<file path="config.mk">
export PLATFORM = sky130hd
export DESIGN_NAME = sr256_host
export DESIGN_NICKNAME = d
export VERILOG_FILES = /design/src/sr256_pkg.sv /design/src/sr256_host.sv
export SDC_FILE = /design/constraint.sdc
export NUM_CORES = 1
export LEC_CHECK = 0
export ABC_AREA = 0
export BUFFER_PORTS_ARGS = -buffer_cell sky130_fd_sc_hd__buf_2
export CORE_MARGIN = 3
export CORE_UTILIZATION = 54
export CTS_CLUSTER_SIZE = 40
export DETAILED_ROUTE_END_ITERATION = 8
export HOLD_SLACK_MARGIN = 0.05
export PLACE_DENSITY = 0.79
export SLEW_MARGIN = 20
export SYNTH_ARGS = -nofsm -noshare
export SYNTH_HDL_FRONTEND = slang
export SYNTH_SLANG_ARGS = --single-unit
</file>
<file path="constraint.sdc">
create_clock -name sys_clk -period 1.85 [get_ports sys_clk]
set_input_delay 0.185 -clock sys_clk [delete_from_list [all_inputs] [get_ports sys_clk]]
set_output_delay 0.185 -clock sys_clk [all_outputs]
set_load 0.01 [all_outputs]
</file>
<file path="src/sr256_pkg.sv">
package sr256_pkg;

  localparam int SR256_ADDR_W = 8;
  localparam int SR256_DATA_W = 4;
  localparam int SR256_DEPTH = 256;

  // Timing at the 5 V supply, in nanoseconds.
  localparam int SR256_CLK_NS = 10;
  localparam int SR256_T_CYCLE_NS = 150;
  localparam int SR256_T_ACCESS_NS = 150;
  localparam int SR256_T_ODIS_NS = 70;
  localparam int SR256_T_FLOAT_MAX_NS = 70;
  localparam int SR256_T_WPULSE_NS = 70;
  localparam int SR256_T_SELWR_NS = 120;
  localparam int SR256_T_DSETUP_NS = 70;

  // Least times round up to whole cycles.
  localparam int SR256_CYC_CYCLE =
    (SR256_T_CYCLE_NS + SR256_CLK_NS - 1) / SR256_CLK_NS;
  localparam int SR256_CYC_ACCESS =
    (SR256_T_ACCESS_NS + SR256_CLK_NS - 1) / SR256_CLK_NS;
  localparam int SR256_CYC_ODIS =
    (SR256_T_ODIS_NS + SR256_CLK_NS - 1) / SR256_CLK_NS;
  localparam int SR256_CYC_FLOAT =
    (SR256_T_FLOAT_MAX_NS + SR256_CLK_NS - 1) / SR256_CLK_NS;
  localparam int SR256_CYC_WPULSE =
    (SR256_T_WPULSE_NS + SR256_CLK_NS - 1) / SR256_CLK_NS;
  localparam int SR256_CYC_SELWR =
    (SR256_T_SELWR_NS + SR256_CLK_NS - 1) / SR256_CLK_NS;
  localparam int SR256_CYC_DSETUP =
    (SR256_T_DSETUP_NS + SR256_CLK_NS - 1) / SR256_CLK_NS;

  localparam int SR256_CNT_W = 5;
  localparam logic [SR256_CNT_W-1:0] SR256_CNT_ZERO = 5'h00;

  typedef enum logic [2:0] {
    SR256_IDLE,
    SR256_WR_SETUP,
    SR256_WR_PULSE,
    SR256_WR_END,
    SR256_RD_WAIT,
    SR256_RD_FLOAT,
    SR256_RECOVER
  } sr256_state_t;

  // Pins that the controller drives towards the memory.
  typedef struct packed {
    logic select_low_active_n;
    logic select_high_active;
    logic read_not_write;
    logic output_disable;
    logic [SR256_ADDR_W-1:0] word_select;
    logic [SR256_DATA_W-1:0] write_data_in;
  } sr256_pins_t;

  // User request.
  typedef struct packed {
    logic valid;
    logic write;
    logic [SR256_ADDR_W-1:0] addr;
    logic [SR256_DATA_W-1:0] data;
  } sr256_req_t;

  typedef struct packed {
    sr256_state_t state;
    logic [SR256_CNT_W-1:0] cnt;
    logic [SR256_CNT_W-1:0] gap;
    sr256_pins_t pins;
    logic ready;
    logic done;
    logic [SR256_DATA_W-1:0] rdata;
    logic [SR256_DATA_W-1:0] q_s1;
    logic [SR256_DATA_W-1:0] q_s2;
  } sr256_regs_t;

  localparam sr256_pins_t SR256_PINS_IDLE = '{
    select_low_active_n: 1'b1,
    select_high_active: 1'b0,
    read_not_write: 1'b1,
    output_disable: 1'b1,
    word_select: 8'h00,
    write_data_in: 4'h0
  };

endpackage : sr256_pkg

</file>
<file path="src/sr256_host.sv">
`timescale 1ns/1ps
// Behaviour
// RULE1 - Memory holds 256 four-bit words, addressed by an 8-bit word select.
// RULE2 - Device is selected only with low-active select low, high-active high.
// RULE3 - Low-active select high puts the device in standby, outputs floating.
// RULE4 - High-active select low puts the device in standby, outputs floating.
// RULE5 - Selected with direction low writes; output disable high floats outputs.
// RULE6 - Writing with output disable low, outputs echo the input data.
// RULE7 - Selected, direction high, output disable low: read drives valid data.
// RULE8 - Selected, direction high, output disable high: outputs stay floating.
// RULE9 - Separate buses: output disable free on writes, low on reads.
// RULE10 - Common bus: output disable high on writes, low on reads.
// RULE11 - Host spaces successive reads or writes by at least the cycle time.
// RULE12 - Host waits the address access delay before sampling read data.
// RULE13 - Host waits the output disable delay before trusting read outputs.
// RULE14 - Outputs float between minimum and maximum delay after being disabled.
// RULE15 - Host holds direction low at least the write pulse duration.
// RULE16 - Host keeps both selects asserted the minimum time before write end.
// RULE17 - Device stores input word when the write ends and keeps it.
// RULE18 - Host keeps the address stable for the whole write pulse.
module sr256_host
  import sr256_pkg::*;
(
  // Clock and reset
  input wire logic sys_clk,
  input wire logic srst,
  // User request side
  input wire sr256_req_t req,
  output logic req_ready,
  output logic rsp_valid,
  output logic [SR256_DATA_W-1:0] rsp_data,
  // Memory pins
  output sr256_pins_t mem,
  input wire logic [SR256_DATA_W-1:0] read_data_out
);

  sr256_regs_t r_q;
  sr256_regs_t r_d;

  // Output disable is held high across writes, so the controller also works
  // with data inputs and outputs tied together.
  always_comb begin
    r_d = r_q;
    r_d.done = 1'b0;
    r_d.q_s1 = read_data_out;
    r_d.q_s2 = r_q.q_s1;
    if (r_q.gap != SR256_CNT_ZERO) begin
      r_d.gap = r_q.gap - 5'h01;
    end
    if (r_q.cnt != SR256_CNT_ZERO) begin
      r_d.cnt = r_q.cnt - 5'h01;
    end
    unique case (r_q.state)
      SR256_IDLE: begin
        r_d.ready = (r_q.gap == SR256_CNT_ZERO);
        if (req.valid && r_q.ready) begin
          r_d.ready = 1'b0;
          r_d.pins.word_select = req.addr; // RULE1
          r_d.pins.write_data_in = req.data;
          r_d.pins.select_low_active_n = 1'b0; // RULE2
          r_d.pins.select_high_active = 1'b1; // RULE2
          r_d.gap = SR256_CNT_W'(SR256_CYC_CYCLE - 1); // RULE11
          if (req.write) begin
            r_d.pins.output_disable = 1'b1; // RULE10
            r_d.pins.read_not_write = 1'b1;
            r_d.state = SR256_WR_SETUP;
          end else begin
            r_d.pins.output_disable = 1'b0; // RULE9
            r_d.pins.read_not_write = 1'b1; // RULE7
            // The wait counts from issue, with two extra cycles for sampling.
            r_d.cnt = SR256_CNT_W'(SR256_CYC_ACCESS + 2); // RULE12
            r_d.state = SR256_RD_WAIT;
          end
        end
      end
      SR256_WR_SETUP: begin
        // Pulse length covers both pulse width and data set-up; select time
        // before the end of write sets the count, as it is the longest of the three.
        r_d.pins.read_not_write = 1'b0; // RULE5
        r_d.cnt = SR256_CNT_W'(SR256_CYC_SELWR - 1); // RULE16 RULE15
        r_d.state = SR256_WR_PULSE;
      end
      SR256_WR_PULSE: begin
        // Address and data stay put until the direction pin has risen.
        if (r_q.cnt == SR256_CNT_ZERO) begin // RULE18
          r_d.pins.read_not_write = 1'b1; // RULE17
          r_d.state = SR256_WR_END;
        end
      end
      SR256_WR_END: begin
        r_d.pins.select_low_active_n = 1'b1; // RULE3
        r_d.pins.select_high_active = 1'b0; // RULE4
        r_d.done = 1'b1;
        r_d.state = SR256_RECOVER;
      end
      SR256_RD_WAIT: begin
        // Two synchroniser stages add their delay on top of the access time.
        if (r_q.cnt == SR256_CNT_ZERO) begin // RULE13
          r_d.rdata = r_q.q_s2;
          r_d.done = 1'b1;
          r_d.pins.output_disable = 1'b1; // RULE8
          r_d.pins.select_low_active_n = 1'b1;
          r_d.pins.select_high_active = 1'b0;
          r_d.cnt = SR256_CNT_W'(SR256_CYC_FLOAT);
          r_d.state = SR256_RD_FLOAT;
        end
      end
      SR256_RD_FLOAT: begin
        // The next access waits until the bus has surely released.
        if (r_q.cnt == SR256_CNT_ZERO) begin // RULE14
          r_d.state = SR256_RECOVER;
        end
      end
      SR256_RECOVER: begin
        r_d.state = SR256_IDLE;
      end
    endcase
  end

  always_ff @(posedge sys_clk) begin
    if (srst) begin
      r_q <= '{
        state: SR256_IDLE,
        cnt: SR256_CNT_ZERO,
        gap: SR256_CNT_ZERO,
        pins: SR256_PINS_IDLE,
        ready: 1'b0,
        done: 1'b0,
        rdata: 4'h0,
        q_s1: 4'h0,
        q_s2: 4'h0
      };
    end else begin
      r_q <= r_d;
    end
  end

  assign req_ready = r_q.ready;
  assign rsp_valid = r_q.done;
  assign rsp_data = r_q.rdata;
  assign mem = r_q.pins;

endmodule // sr256_host

</file>
# ---- Yosys cells after proc, flatten, opt, wreduce, memory -nomap -nowiden
# Index checks and enable logic that the tools add are counted.
# W data, S select, Z words.
dict set report totals {
  elab_cells 60
  regBits 43
  input_bits 20
  output_inout_bits 22
}
dict set report op_classes {
  muxes 19
  reduce_logical 15
  n_addsub 2
  n_eq_ne 10
}
# operator n
set ops {}
lappend ops {{$mux W30} 1}
lappend ops {{$mux W5} 5}
lappend ops {{$pmux W3 S7} 1}
lappend ops {{$pmux W5 S3} 1}
lappend ops {{$logic_not A5 Y1} 2}
lappend ops {{$reduce_bool A5 Y1} 2}
lappend ops {{$sub A5 B1 Y5 const B} 2}
lappend ops {{$eq A3 B3 Y1 const B} 3}
lappend ops {{$mux W3} 3}
lappend ops {{$reduce_and A3 Y1} 3}
lappend ops {{$mux W8} 1}
lappend ops {{$ne A2 B2 Y1 const B} 4}
lappend ops {{$eq A3 B2 Y1 const B} 2}
lappend ops {{$pmux W2 S3} 1}
lappend ops {{$reduce_bool A3 Y1} 2}
lappend ops {{$pmux W1 S2} 2}
lappend ops {{$reduce_and A2 Y1} 2}
lappend ops {{$reduce_and A4 Y1} 1}
lappend ops {{$eq A3 B1 Y1 const B} 1}
lappend ops {{$logic_not A3 Y1} 1}
lappend ops {{$pmux W1 S3} 1}
lappend ops {{$mux W1} 2}
lappend ops {{$mux W2} 1}
lappend ops {{$reduce_bool A2 Y1} 1}
lappend ops {{$logic_and A1 B1 Y1} 1}

# ---- Depth between registers and ports, before layout
# Gate-level depths: netlist of the first run.
dict set report logic_depth {
  depth_word 5
  mapped_depth 6
  depth_no_buf 5
}

# ---- Least setup slack after synthesis of the first run
# OpenSTA, ideal clock, no wires.
dict set report synth_timing {
  path_type {reg-to-reg}
  from {reg r_q[35] (netlist bit)}
  to {reg r_q[42] (netlist bit)}
  n_path_buf 1
  setup_time_ns 0.091
  synth_period_minus_slack_ns 1.659
  stages_incl_launch_ff 7
  required_time_ns 1.759
  arrival_time_ns 1.568
  setup_slack_ns 0.191
  cell_sequence {dfxtp_1 inv_1 ha_1 or4b_4 buf_6 o211a_1 a311oi_1}
}
dict set report synth_between {
  elab_chain_cells 3
  word_cells_on_any_way 5
  classes_between {eq/ne (3); reduce/logical (2)}
}
# item line_no
set synth_lines {}
lappend synth_lines {{start: declaration} sr256_host.sv:37} ;# sr256_regs_t r_q;
lappend synth_lines {{start signal: assignment} sr256_host.sv:122} ;# r_q <= '{
lappend synth_lines {{start signal: assignment} sr256_host.sv:134} ;# r_q <= r_d;
lappend synth_lines {{$logic_not A5 Y1 *} {sr256_host.sv:85, sr256_host.sv:98, sr256_host.sv:110}}
lappend synth_lines {{$ne A2 B2 Y1 (no source line)} -}
lappend synth_lines {{$reduce_and A4 Y1 (no source line) *} -}
# Mark *: on every way between the ends. The rest lies on a longest branch, timed or not.
# A chain may end at the register's enable or synchronous reset.

# ---- Worst setup path in the final report of the first run
dict set report layout_timing {
  from {reg r_q[35] (netlist bit)}
  to {reg r_q, in the netlist rsp_data[3]}
}
dict set report layout_between {
  elab_chain_cells 2
}
# item line_no
set layout_lines {}
lappend layout_lines {{$logic_not A5 Y1} sr256_host.sv:98} ;# if (r_q.cnt == SR256_CNT_ZERO) begin
lappend layout_lines {{$reduce_and A2 Y1 (no source line)} -}
# No other way between the ends.

==> results of run 1 <==
[power by group through the flow]
stage | Clock [uW] | Sequential [uW] | Combinational (uW)
3_3_place_gp | 0 | 1260 | 1180
2_1_floorplan | 0 | 1200 | 1010
4_1_cts | 752 | 1250 | 1220
3_5_place_dp | 0 | 1270 | 1220
6_report | 742 | 1250 | 1240
5_1_grt | 795 | 1270 | 1390
[worst min-delay path by stage]
stage               cells after the start  slack (ns)  endpoint        startpoint
floorplan                               1        0.31    r_d[0]  read_data_out[0]
global placement                        2        0.39    r_d[2]  read_data_out[2]
finish                                  2        0.10    r_d[3]  read_data_out[3]
global route                            2        0.11    r_d[0]  read_data_out[0]
CTS                                     2        0.10    r_d[0]  read_data_out[0]
detailed placement                      2        0.40    r_d[0]  read_data_out[0]
[through the flow]
stage                     cell area [um^2]  hold slack, ns  instances
after global routing                  2240           0.106        299
after CTS                             2230           0.101        298
after floorplan                       2010           0.313        233
after detailed placement              2110           0.401        290
after global placement                2110           0.394        290
final                                 2240           0.103        299
[cell usage in the layout, fill, tap and decap left out, types with 2 or more instances in the layout]
master    netlist  final
nand2b_1        2      2
o32ai_1         2      2
xnor2_1         4      4
nor2b_1         9      9
nor3_1          5      5
o21ai_0        21     21
nand3_1        19     19
nand2_1         9      9
o31ai_1         3      3
inv_1           9      9
a21oi_1        24     24
buf_2           1     41
dfxtp_1        43     43
buf_4          20      8
nor2_1          8      8
ha_1            2      2
clkbuf_8        0      6
a32oi_1         2      2
nor4b_2         1      2
nand3b_1        3      3
a21o_1          2      2
o211a_1         2      2
nand4_1         2      2
[state kept, by name, summed over array words and instances (netlist names)]
register	count
mem	16
r_d	4
r_q	17
req_ready	1
rsp_data	4
rsp_valid	1
[logic make-up (layout without fill, tap and decap cells)]
| family | Yosys count | count (layout) |
|---|---|---|
| flip-flops | 43 | 43 |
| multiplexers | 2 | 2 |
| AO/OA/AOI/OAI | 64 | 64 |
| XOR/XNOR | 4 | 4 |
| adder cells (fa/ha/maj) | 2 | 2 |
| buffers and inverters | 47 | 67 |
| AND/OR/NAND/NOR | 71 | 71 |
[worst max-delay path, delay by kind of cell, from the launching register on]
family	cells	cell delay [ns]
adder cells (fa/ha/maj)	1	0.22
flip-flops	1	0.33
AO/OA/AOI/OAI	2	0.25
AND/OR/NAND/NOR	1	0.53
buffers and inverters	2	0.26
[repair_timing]
action | 4_1_cts | 5_1_grt
setup endpoints to repair | 0 | 1
hold endpoints to repair | 0 | 0
setup buffers | 0 | 1
[layout make-up]
type	instances	area share, %
Multi-Input combinational cell	143	40.2
Sequential cell	43	38.5
Timing Repair Buffer	49	11.9
Clock buffer	6	3.69
Tap cell	46	2.57
Inverter	10	1.68
Clock inverter	2	1.57
[layer usage]
layer	wire length [um]	part of all wire (%)
met2	2000	47
met5	0	0
met1	1990	47
met4	23	0.54
met3	236	5.6
==> metrics.md, run 1 <==
| Metric | Value |
|---|---|
| Ys flop type | `dfxtp_1` |
| Average cell area after synthesis | `8.65 um^2` |
| R2R setup slack | `0.13 ns` |
| Rows | `21` |
| Worst r2r dst | `rsp_data[3]` |
| Resized Gates After CTS | `0` |
| Synth Area in Compound Gates | `19.3%` |
| 1st-iter DRT viols | `67` |
| Largest net degree at the start of global routing | `31` |
| Multi-input logic area | `900 um^2` |
| XOR/XNOR share of the synthesized area | `1.74%` |
| Root buffer cell | `clkbuf_8` |
| Grt ovf | `0` |
| Register bit total from synthesis | `43` |
| Initial Util | `58.1%` |
| Final Total Pwr | `3230 uW` |
| Sequential fraction of the synthesis area | `42.7%` |
| Core Area | `3470 um^2` |
| Layout cells sized above 1 | `25.7%` |
| Post-synthesis mux area share | `1.06%` |
| Synth Area in Simple Gates | `21.1%` |
| RSZ-0062 raised after global routing | `false` |
| Seq pwr share | `38.6%` |
| Final nets | `274` |
| Leak | `0.000923 uW` |
| Combinational share of power | `38.5%` |
| DR pass1 iterations | `4` |
| Netlist cell types | `47` |
| IO Pins | `42` |
| CTS Buffer Depth | `2` |
| Max Clk Rate | `583 MHz` |
| CTS tree | `done` |
| Period utilization | `92.8%` |
| Pint | `2110 uW` |
| Final Hold Vio Count | `0` |
| Worst setup EP type | `flop` |
| Synth Area in Adders | `1.24%` |
| Total wire length | `4.24 mm` |
| Worst Setup Path Type | `flop to flop` |
| CTS Hold Bufs | `0` |
| Most Crowded Layer GR | `met2` |
| Worst EP required | `2.02 ns` |
| DRC violations left | `0` |
| Hold Crit Class | `input pin to flop` |
| Net Sw Power | `1130 uW` |
| Worst Reg2Reg Path Length in Cells | `6` |
| Critical path's slowest cell | `or4b_4` |
| Yosys top cell area share | `42.7%` |
| # diodes | `0` |
| H-tree levels | `2` |
| Via count | `1665` |
| GR Layer Usage met2 | `33.5%` |
| Synth Cell Area | `2010 um^2` |
| Setup WS pre-CTS | `0.123 ns` |
| Max_slew headroom | `52.3%` |
| Post-synth EDFFs | `0` |
| Main combinational cell family by area after synthesis | `simple AND/OR/NAND/NOR gates` |
| Critical Path Source | `r_q[35]` |
| Clock sinks | `43` |
| GR met1 Demand/Resource | `28.2%` |
| Minimum clock period | `1.72 ns` |
| Critical Path AT | `1.89 ns` |
| Cell Chain, Critical Path | `inv_1 -> ha_1 -> or4b_4 -> buf_4 -> o21ai_0 -> a21oi_1` |
| Max VDD drop | `0.000809 V` |
| Slew Viols, Final | `0` |
| Final setup fails | `0` |
| Total CTS buffers | `5` |
| Die height | `67.1 um` |
| DR WL/cell | `14.2 um` |
| Fraction of registers with async set/reset | `0%` |
| Worst skew pair latency | `0.29 ns` |
| Sw Share | `34.8%` |
| CP endpoint | `rsp_data[3]` |
| Cells after synthesis | `233` |
| Post-route ant nets | `0` |
| Yosys top cell by area | `dfxtp_1` |
| Worst-margin pin slew | `0.714 ns` |
| Fillers | `316` |
| Util after Layout | `64.5%` |
| Synth top area cells | `dfxtp_1 (43%), buf_4 (7.5%), a21oi_1 (6.0%)` |
| Yosys warns | `0` |
| All-Layer GR Usage | `21.0%` |
| Half-perimeter wire length after placement | `3.01 mm` |
| Clock-pin slew on the worst setup and hold paths | `0.08 ns` |
| Synth top cells by count | `dfxtp_1 (43), a21oi_1 (24), o21ai_0 (21), buf_4 (20), nand3_1 (19)` |
| Clock Skew | `0.00819 ns` |
| Slowest stage delay, CP | `0.53 ns` |
| Crit path max fanout | `8` |
| Setup tns final | `0 ns` |
| Vias per inst | `5.57` |
| GPL Wtd Cong | `0.813` |
| First-pass GRT wire length | `7.28 mm` |
| GRT met3 Usage | `5.06%` |
| Top-count cell post-synth | `dfxtp_1` |
| Max-Cap Viols | `0` |
| Initial antenna violation count | `0` |
| Clock power frac | `22.9%` |
| Worst reg2reg path startpoint | `r_q[35]` |
| Setup ws final | `0.133 ns` |
| Crit start category | `flop` |
| Buffers on Ports | `41` |
| Status | `complete, no violations` |
| Die Wd | `67.1 um` |
| Number of global-route vias before repair | `1543` |
| Reg area | `861 um^2` |
| Syn Nets | `255` |
| P&R area growth vs syn | `11.1%` |
| Die ar. | `4500 um^2` |
| Pwr dens | `1450 nW/um^2` |
(Power assumes the default switching activity.)
==> run 2, diff against run 1 <==
Settings changed: CORE_UTILIZATION 54 to 56, CTS_BUF_LIST set to sky130_fd_sc_hd__clkbuf_2 sky130_fd_sc_hd__clkbuf_4 sky130_fd_sc_hd__clkbuf_8, PLACE_DENSITY 0.79 to 0.81.
==> metrics.md, run 2 (synthesis gave the netlist of run 1 again) <==
| Metric | Value |
|---|---|
| Status | `complete, no violations (unchanged)` |
| Via count | `1693 (was 1665)` |
| Max_slew headroom | `56.3% (was 52.3%)` |
| DR WL/cell | `13.8 um (was 14.2 um)` |
| Minimum clock period | `1.74 ns (was 1.72 ns)` |
| Worst setup EP type | `flop (unchanged)` |
| Crit start category | `flop (unchanged)` |
| Post-route ant nets | `0 (unchanged)` |
| Pwr dens | `1370 nW/um^2 (was 1450 nW/um^2)` |
| Util after Layout | `65.9% (was 64.5%)` |
| Initial antenna violation count | `0 (unchanged)` |
| # diodes | `0 (unchanged)` |
| 1st-iter DRT viols | `134 (was 67)` |
| Seq pwr share | `40.5% (was 38.6%)` |
| Max Clk Rate | `574 MHz (was 583 MHz)` |
| Leak | `0.000916 uW (was 0.000923 uW)` |
| Total CTS buffers | `5 (unchanged)` |
| Core Area | `3390 um^2 (was 3470 um^2)` |
| Fillers | `279 (was 316)` |
| Crit path max fanout | `9 (was 8)` |
| R2R setup slack | `0.11 ns (was 0.13 ns)` |
| Number of global-route vias before repair | `1516 (was 1543)` |
| Final setup fails | `0 (unchanged)` |
| Max VDD drop | `0.000750 V (was 0.000809 V)` |
| Root buffer cell | `clkbuf_4 (was clkbuf_8)` |
| Cell Chain, Critical Path | `inv_1 -> ha_1 -> or4b_4 -> o211a_1 -> a311oi_1 (was inv_1 -> ha_1 -> or4b_4 -> buf_4 -> o21ai_0 -> a21oi_1)` |
| DRC violations left | `0 (unchanged)` |
| Final nets | `276 (was 274)` |
| Max reg flops | `17 (unchanged)` |
| Clock-pin slew on the worst setup and hold paths | `0.14 ns (was 0.08 ns)` |
| Max-Cap Viols | `0 (unchanged)` |
| Net Sw Power | `1100 uW (was 1130 uW)` |
| Most frequent cells in the layout | `dfxtp_1 (43), buf_2 (41), a21oi_1 (24) (unchanged)` |
| Sw Share | `36.0% (was 34.8%)` |
| Clock sinks | `43 (unchanged)` |
| Critical Path Source | `r_q[35] (unchanged)` |
| Die Wd | `66.0 um (was 67.1 um)` |
| CTS Buffer Depth | `2 (unchanged)` |
| Worst EP required | `2.10 ns (was 2.02 ns)` |
| GPL Wtd Cong | `0.886 (was 0.813)` |
| Buffers on Ports | `41 (unchanged)` |
| Die height | `66.0 um (was 67.1 um)` |
| IO Pins | `42 (unchanged)` |
| All-Layer GR Usage | `20.6% (was 21.0%)` |
| P&R area growth vs syn | `10.8% (was 11.1%)` |
| Worst-margin pin slew | `0.654 ns (was 0.714 ns)` |
| Initial Util | `59.4% (was 58.1%)` |
| Critical Path AT | `1.99 ns (was 1.89 ns)` |
| Vias per inst | `5.62 (was 5.57)` |
| Layout cells sized above 1 | `24.7% (was 25.7%)` |
| Hold Crit Class | `input pin to flop (unchanged)` |
| Total wire length | `4.14 mm (was 4.24 mm)` |
| Half-perimeter wire length after placement | `3.01 mm (unchanged)` |
| Die ar. | `4350 um^2 (was 4500 um^2)` |
| Min-Delay Startpoint | `req[11] (was read_data_out[3])` |
| Grt ovf | `0 (unchanged)` |
| Period utilization | `94.2% (was 92.8%)` |
| Largest net degree at the start of global routing | `24 (was 31)` |
| Clock power frac | `20.1% (was 22.9%)` |
| Pint | `1960 uW (was 2110 uW)` |
| Slew Viols, Final | `0 (unchanged)` |
| Resized Gates After CTS | `0 (unchanged)` |
| Worst skew pair latency | `0.36 ns (was 0.29 ns)` |
| Critical path's slowest cell | `or4b_4 (unchanged)` |
| Worst Setup Path Type | `flop to flop (unchanged)` |
| CP top delay family | `simple AND/OR/NAND/NOR gates (unchanged)` |
| Setup ws final | `0.108 ns (was 0.133 ns)` |
| First-pass GRT wire length | `6.93 mm (was 7.28 mm)` |
| Slowest stage delay, CP | `0.54 ns (was 0.53 ns)` |
| Combinational share of power | `39.4% (was 38.5%)` |
| Largest Register | `r_q (unchanged)` |
| Setup WS pre-CTS | `0.0994 ns (was 0.123 ns)` |
| CTS tree | `done (unchanged)` |
| Commonest non-fill, non-tap cell in the layout | `dfxtp_1 (unchanged)` |
| Bufs and invs on worst path | `1 (was 2)` |
| DR pass1 iterations | `4 (unchanged)` |
| Worst reg2reg path startpoint | `r_q[35] (unchanged)` |
| H-tree levels | `2 (unchanged)` |
| RSZ-0062 raised after global routing | `false (unchanged)` |
| Rows | `21 (unchanged)` |
| Clock Skew | `0.0213 ns (was 0.00819 ns)` |
| Setup tns final | `0 ns (unchanged)` |
| Final Hold Vio Count | `0 (unchanged)` |
run 2: changes by cell type in the layout (fill, tap and decap cells not counted), sizes merged:
cell and delta:
buf -2, dlygate4sd3 +4
run 2: per-stage QoR:
step | std cells | hold slack, ns | instance area [um^2] | total power (uW)
detailed placement | 288 | 0.402 | 2100 | 2440
global route | 301 | 0.0555 | 2230 | 3280
floorplan | 233 | 0.313 | 2010 | 2210
finish | 301 | 0.0586 | 2230 | 3070
CTS | 300 | 0.0633 | 2220 | 3060
global placement | 288 | 0.393 | 2100 | 2400
run 2: repair_timing:
item | in CTS | in global routing
buffers inserted | 0 | 1
hold buffers | 4 | 0
hold endpoints to repair | 4 | 0
setup endpoints to repair | 0 | 1
run 2: power groups by stage:
| stage | Clock [uW] | Combinational (uW) | Sequential (uW) |
|---|---|---|---|
| finish | 616 | 1210 | 1240 |
| floorplan | 0 | 1010 | 1200 |
| CTS | 622 | 1190 | 1240 |
| detailed placement | 0 | 1180 | 1260 |
| global placement | 0 | 1150 | 1250 |
| global route | 666 | 1340 | 1270 |
run 2: worst min-delay path: stages:
cell	delay (ns)
buf_2	0.10
nand3_1	0.05
a21oi_1	0.05
run 2: metal layers:
layer	vias up	part of all wire [%]	GRT usage (%)
met5	-	0	0
met4	0	1.3	7.11
met3	8	5.7	5.27
met2	56	51	34.8
met1	784	42	25.4
li1	845	-	-
run 2: cell type report:
class / instances / area, um^2 / share of cell area, %
inverters: 10 / 37.5 / 1.68
clock buffers: 6 / 51.3 / 2.30
flip-flops and latches: 43 / 861 / 38.6
multi-input cells: 143 / 900 / 40.3
clock inverters: 2 / 35.0 / 1.57
well taps: 46 / 57.6 / 2.58
repair buffers: 51 / 290 / 13.0
run 2: final timing paths:
check	endpoint	cells past startpoint
worst max-delay path	r_q[42]	5
worst min-delay path	mem[11]	3
worst max register to register	r_q[42]	5
worst min register to register	r_q[1]	1
==> run 3, diff against run 2 <==
Settings changed: CORE_UTILIZATION 56 to 44, PLACE_DENSITY 0.81 to 0.66, SKIP_CTS_REPAIR_TIMING set to 1.
Clock period 1.85 ns to 1.75 ns, I/O delays scaled along.
==> metrics.md, run 3 (synthesis gave the netlist of run 1 again) <==
| Metric | Value |
|---|---|
| Core Area | `4200 um^2 (was 3390 um^2)` |
| DR pass1 iterations | `4 (unchanged)` |
| 1st-iter DRT viols | `137 (was 134)` |
| Number of global-route vias before repair | `1531 (was 1516)` |
| Buffers on Ports | `41 (unchanged)` |
| Clock sinks | `43 (unchanged)` |
| Total CTS buffers | `5 (unchanged)` |
| Status | `complete, no violations (unchanged)` |
| CTS tree | `done (unchanged)` |
| # diodes | `0 (unchanged)` |
| Die height | `73.7 um (was 66.0 um)` |
| Post-route insts no fill | `310 (was 301)` |
| Bufs and invs on worst path | `2 (was 1)` |
| Max Clk Rate | `601 MHz (was 574 MHz)` |
| Sw Share | `34.8% (was 36.0%)` |
| Fillers | `389 (was 279)` |
| DP Cell Count | `299 (was 288)` |
| Crit start category | `flop (unchanged)` |
| Max-Cap Viols | `0 (unchanged)` |
| Hold Crit Class | `input pin to flop (unchanged)` |
| Slew Viols, Final | `0 (unchanged)` |
| Slowest stage delay, CP | `0.51 ns (was 0.54 ns)` |
| DR WL/cell | `14.2 um (was 13.8 um)` |
| Period utilization | `95.1% (was 94.2%)` |
| Worst-margin pin slew | `0.448 ns (was 0.654 ns)` |
| Net Sw Power | `1240 uW (was 1100 uW)` |
| Grt ovf | `0 (unchanged)` |
| Worst EP required | `1.98 ns (was 2.10 ns)` |
| Cell Chain, Critical Path | `inv_1 -> ha_4 -> or4b_4 -> buf_4 -> o21ai_0 -> a221o_1 (was inv_1 -> ha_1 -> or4b_4 -> o211a_1 -> a311oi_1)` |
| Crit path max fanout | `5 (was 9)` |
| First-pass GRT wire length | `6.82 mm (was 6.93 mm)` |
| Worst Setup Path Type | `flop to flop (unchanged)` |
| Vias per inst | `5.52 (was 5.62)` |
| Die ar. | `5430 um^2 (was 4350 um^2)` |
| Rows | `23 (was 21)` |
| Max reg flops | `17 (unchanged)` |
| Largest net degree at the start of global routing | `29 (was 24)` |
| Pint | `2320 uW (was 1960 uW)` |
| Final Hold Vio Count | `0 (unchanged)` |
| RSZ-0062 raised after global routing | `false (unchanged)` |
| CP top delay family | `simple AND/OR/NAND/NOR gates (unchanged)` |
| Pwr dens | `1540 nW/um^2 (was 1370 nW/um^2)` |
| Layout cells sized above 1 | `28.5% (was 24.7%)` |
| Initial Util | `47.9% (was 59.4%)` |
| Commonest non-fill, non-tap cell in the layout | `dfxtp_1 (unchanged)` |
| IO Pins | `42 (unchanged)` |
| Total wire length | `4.39 mm (was 4.14 mm)` |
| Via count | `1710 (was 1693)` |
| P&R area growth vs syn | `14.9% (was 10.8%)` |
| Critical Path AT | `1.90 ns (was 1.99 ns)` |
| DRC violations left | `0 (unchanged)` |
| Combinational share of power | `42.0% (was 39.4%)` |
| Final nets | `281 (was 276)` |
| Clock Skew | `0.00621 ns (was 0.0213 ns)` |
| Critical path's slowest cell | `or4b_4 (unchanged)` |
| Leak | `0.000959 uW (was 0.000916 uW)` |
| Max_slew headroom | `70.1% (was 56.3%)` |
| Root buffer cell | `clkbuf_8 (was clkbuf_4)` |
| Seq pwr share | `35.9% (was 40.5%)` |
| H-tree levels | `2 (unchanged)` |
| GPL Wtd Cong | `0.801 (was 0.886)` |
| Clock power frac | `22.1% (was 20.1%)` |
| Die Wd | `73.7 um (was 66.0 um)` |
| All-Layer GR Usage | `16.4% (was 20.6%)` |
| Minimum clock period | `1.67 ns (was 1.74 ns)` |
| Worst skew pair latency | `0.29 ns (was 0.36 ns)` |
| Most frequent cells in the layout | `dfxtp_1 (43), buf_2 (41), a21oi_1 (24) (unchanged)` |
| Initial antenna violation count | `0 (unchanged)` |
| Clock-pin slew on the worst setup and hold paths | `0.08 ns (was 0.14 ns)` |
| Setup WS pre-CTS | `0.0111 ns (was 0.0994 ns)` |
| Post-route ant nets | `0 (unchanged)` |
| Worst setup EP type | `flop (unchanged)` |
| Max VDD drop | `0.000586 V (was 0.000750 V)` |
| Setup ws final | `0.0849 ns (was 0.108 ns)` |
| Final setup fails | `0 (unchanged)` |
| Half-perimeter wire length after placement | `3.02 mm (was 3.01 mm)` |
| CTS Buffer Depth | `2 (unchanged)` |
| Largest Register | `r_q (unchanged)` |
==> run 3: cell types whose count changed in the layout (fill, tap and decap cells not counted), sizes merged <==
cell and change:
or4b +1, buf +8, dlygate4sd3 -4
==> run 3: area by class of cell <==
class	count	area [um^2]	area share [%]
flip-flops and latches	43	861	37.2
multi-input cells	144	926	40.0
repair buffers	55	310	13.4
inverters	10	37.5	1.62
well taps	50	62.6	2.70
clock inverters	2	35.0	1.51
clock buffers	6	82.6	3.57
==> run 3: per-stage QoR <==
step	cell area, um^2	util, %	TNS (ns)	hold slack, ns	total power [uW]
floorplan	2010	-	0	0.303	2340
global placement	2160	51.3	0	0.384	2660
detailed placement	2160	51.3	0	0.392	2670
CTS	2270	54.1	-0.00309	0.0856	3470
global route	2310	55.1	0	0.0929	3810
finish	2310	55.1	0	0.0972	3570
==> run 3: routing by layer <==
metal / track usage [%] / part of all wire (%)
met5: 0 / 0
met4: 6.84 / 0.80
met1: 23.2 / 49
met3: 4.24 / 4.9
met2: 23.3 / 45
==> run 3: path summary, 6_finish.rpt <==
| path | depth (start not counted) | end | slack [ns] | start |
|---|---|---|---|---|
| max | 6 | mem[13] | 0.08 | r_q[36] |
| min | 2 | r_d[1] | 0.1 | read_data_out[1] |
| max reg2reg | 6 | mem[13] | 0.08 | r_q[36] |
| min reg2reg | 1 | r_q[0] | 0.44 | r_d[0] |
==> run 3: power by group through the flow <==
stage	clock network [uW]	registers, uW	logic (uW)
2_1_floorplan	0	1270	1070
3_3_place_gp	0	1290	1370
3_5_place_dp	0	1290	1380
4_1_cts	815	1270	1380
5_1_grt	849	1300	1660
6_report	789	1280	1500
==> run 3: worst register-to-register path, stage by stage, from the launching register on <==
cell,delay (ns)
dfxtp_1,0.34
inv_1,0.09
ha_4,0.16
or4b_4,0.51
buf_4,0.16
o21ai_0,0.17
a221o_1,0.18
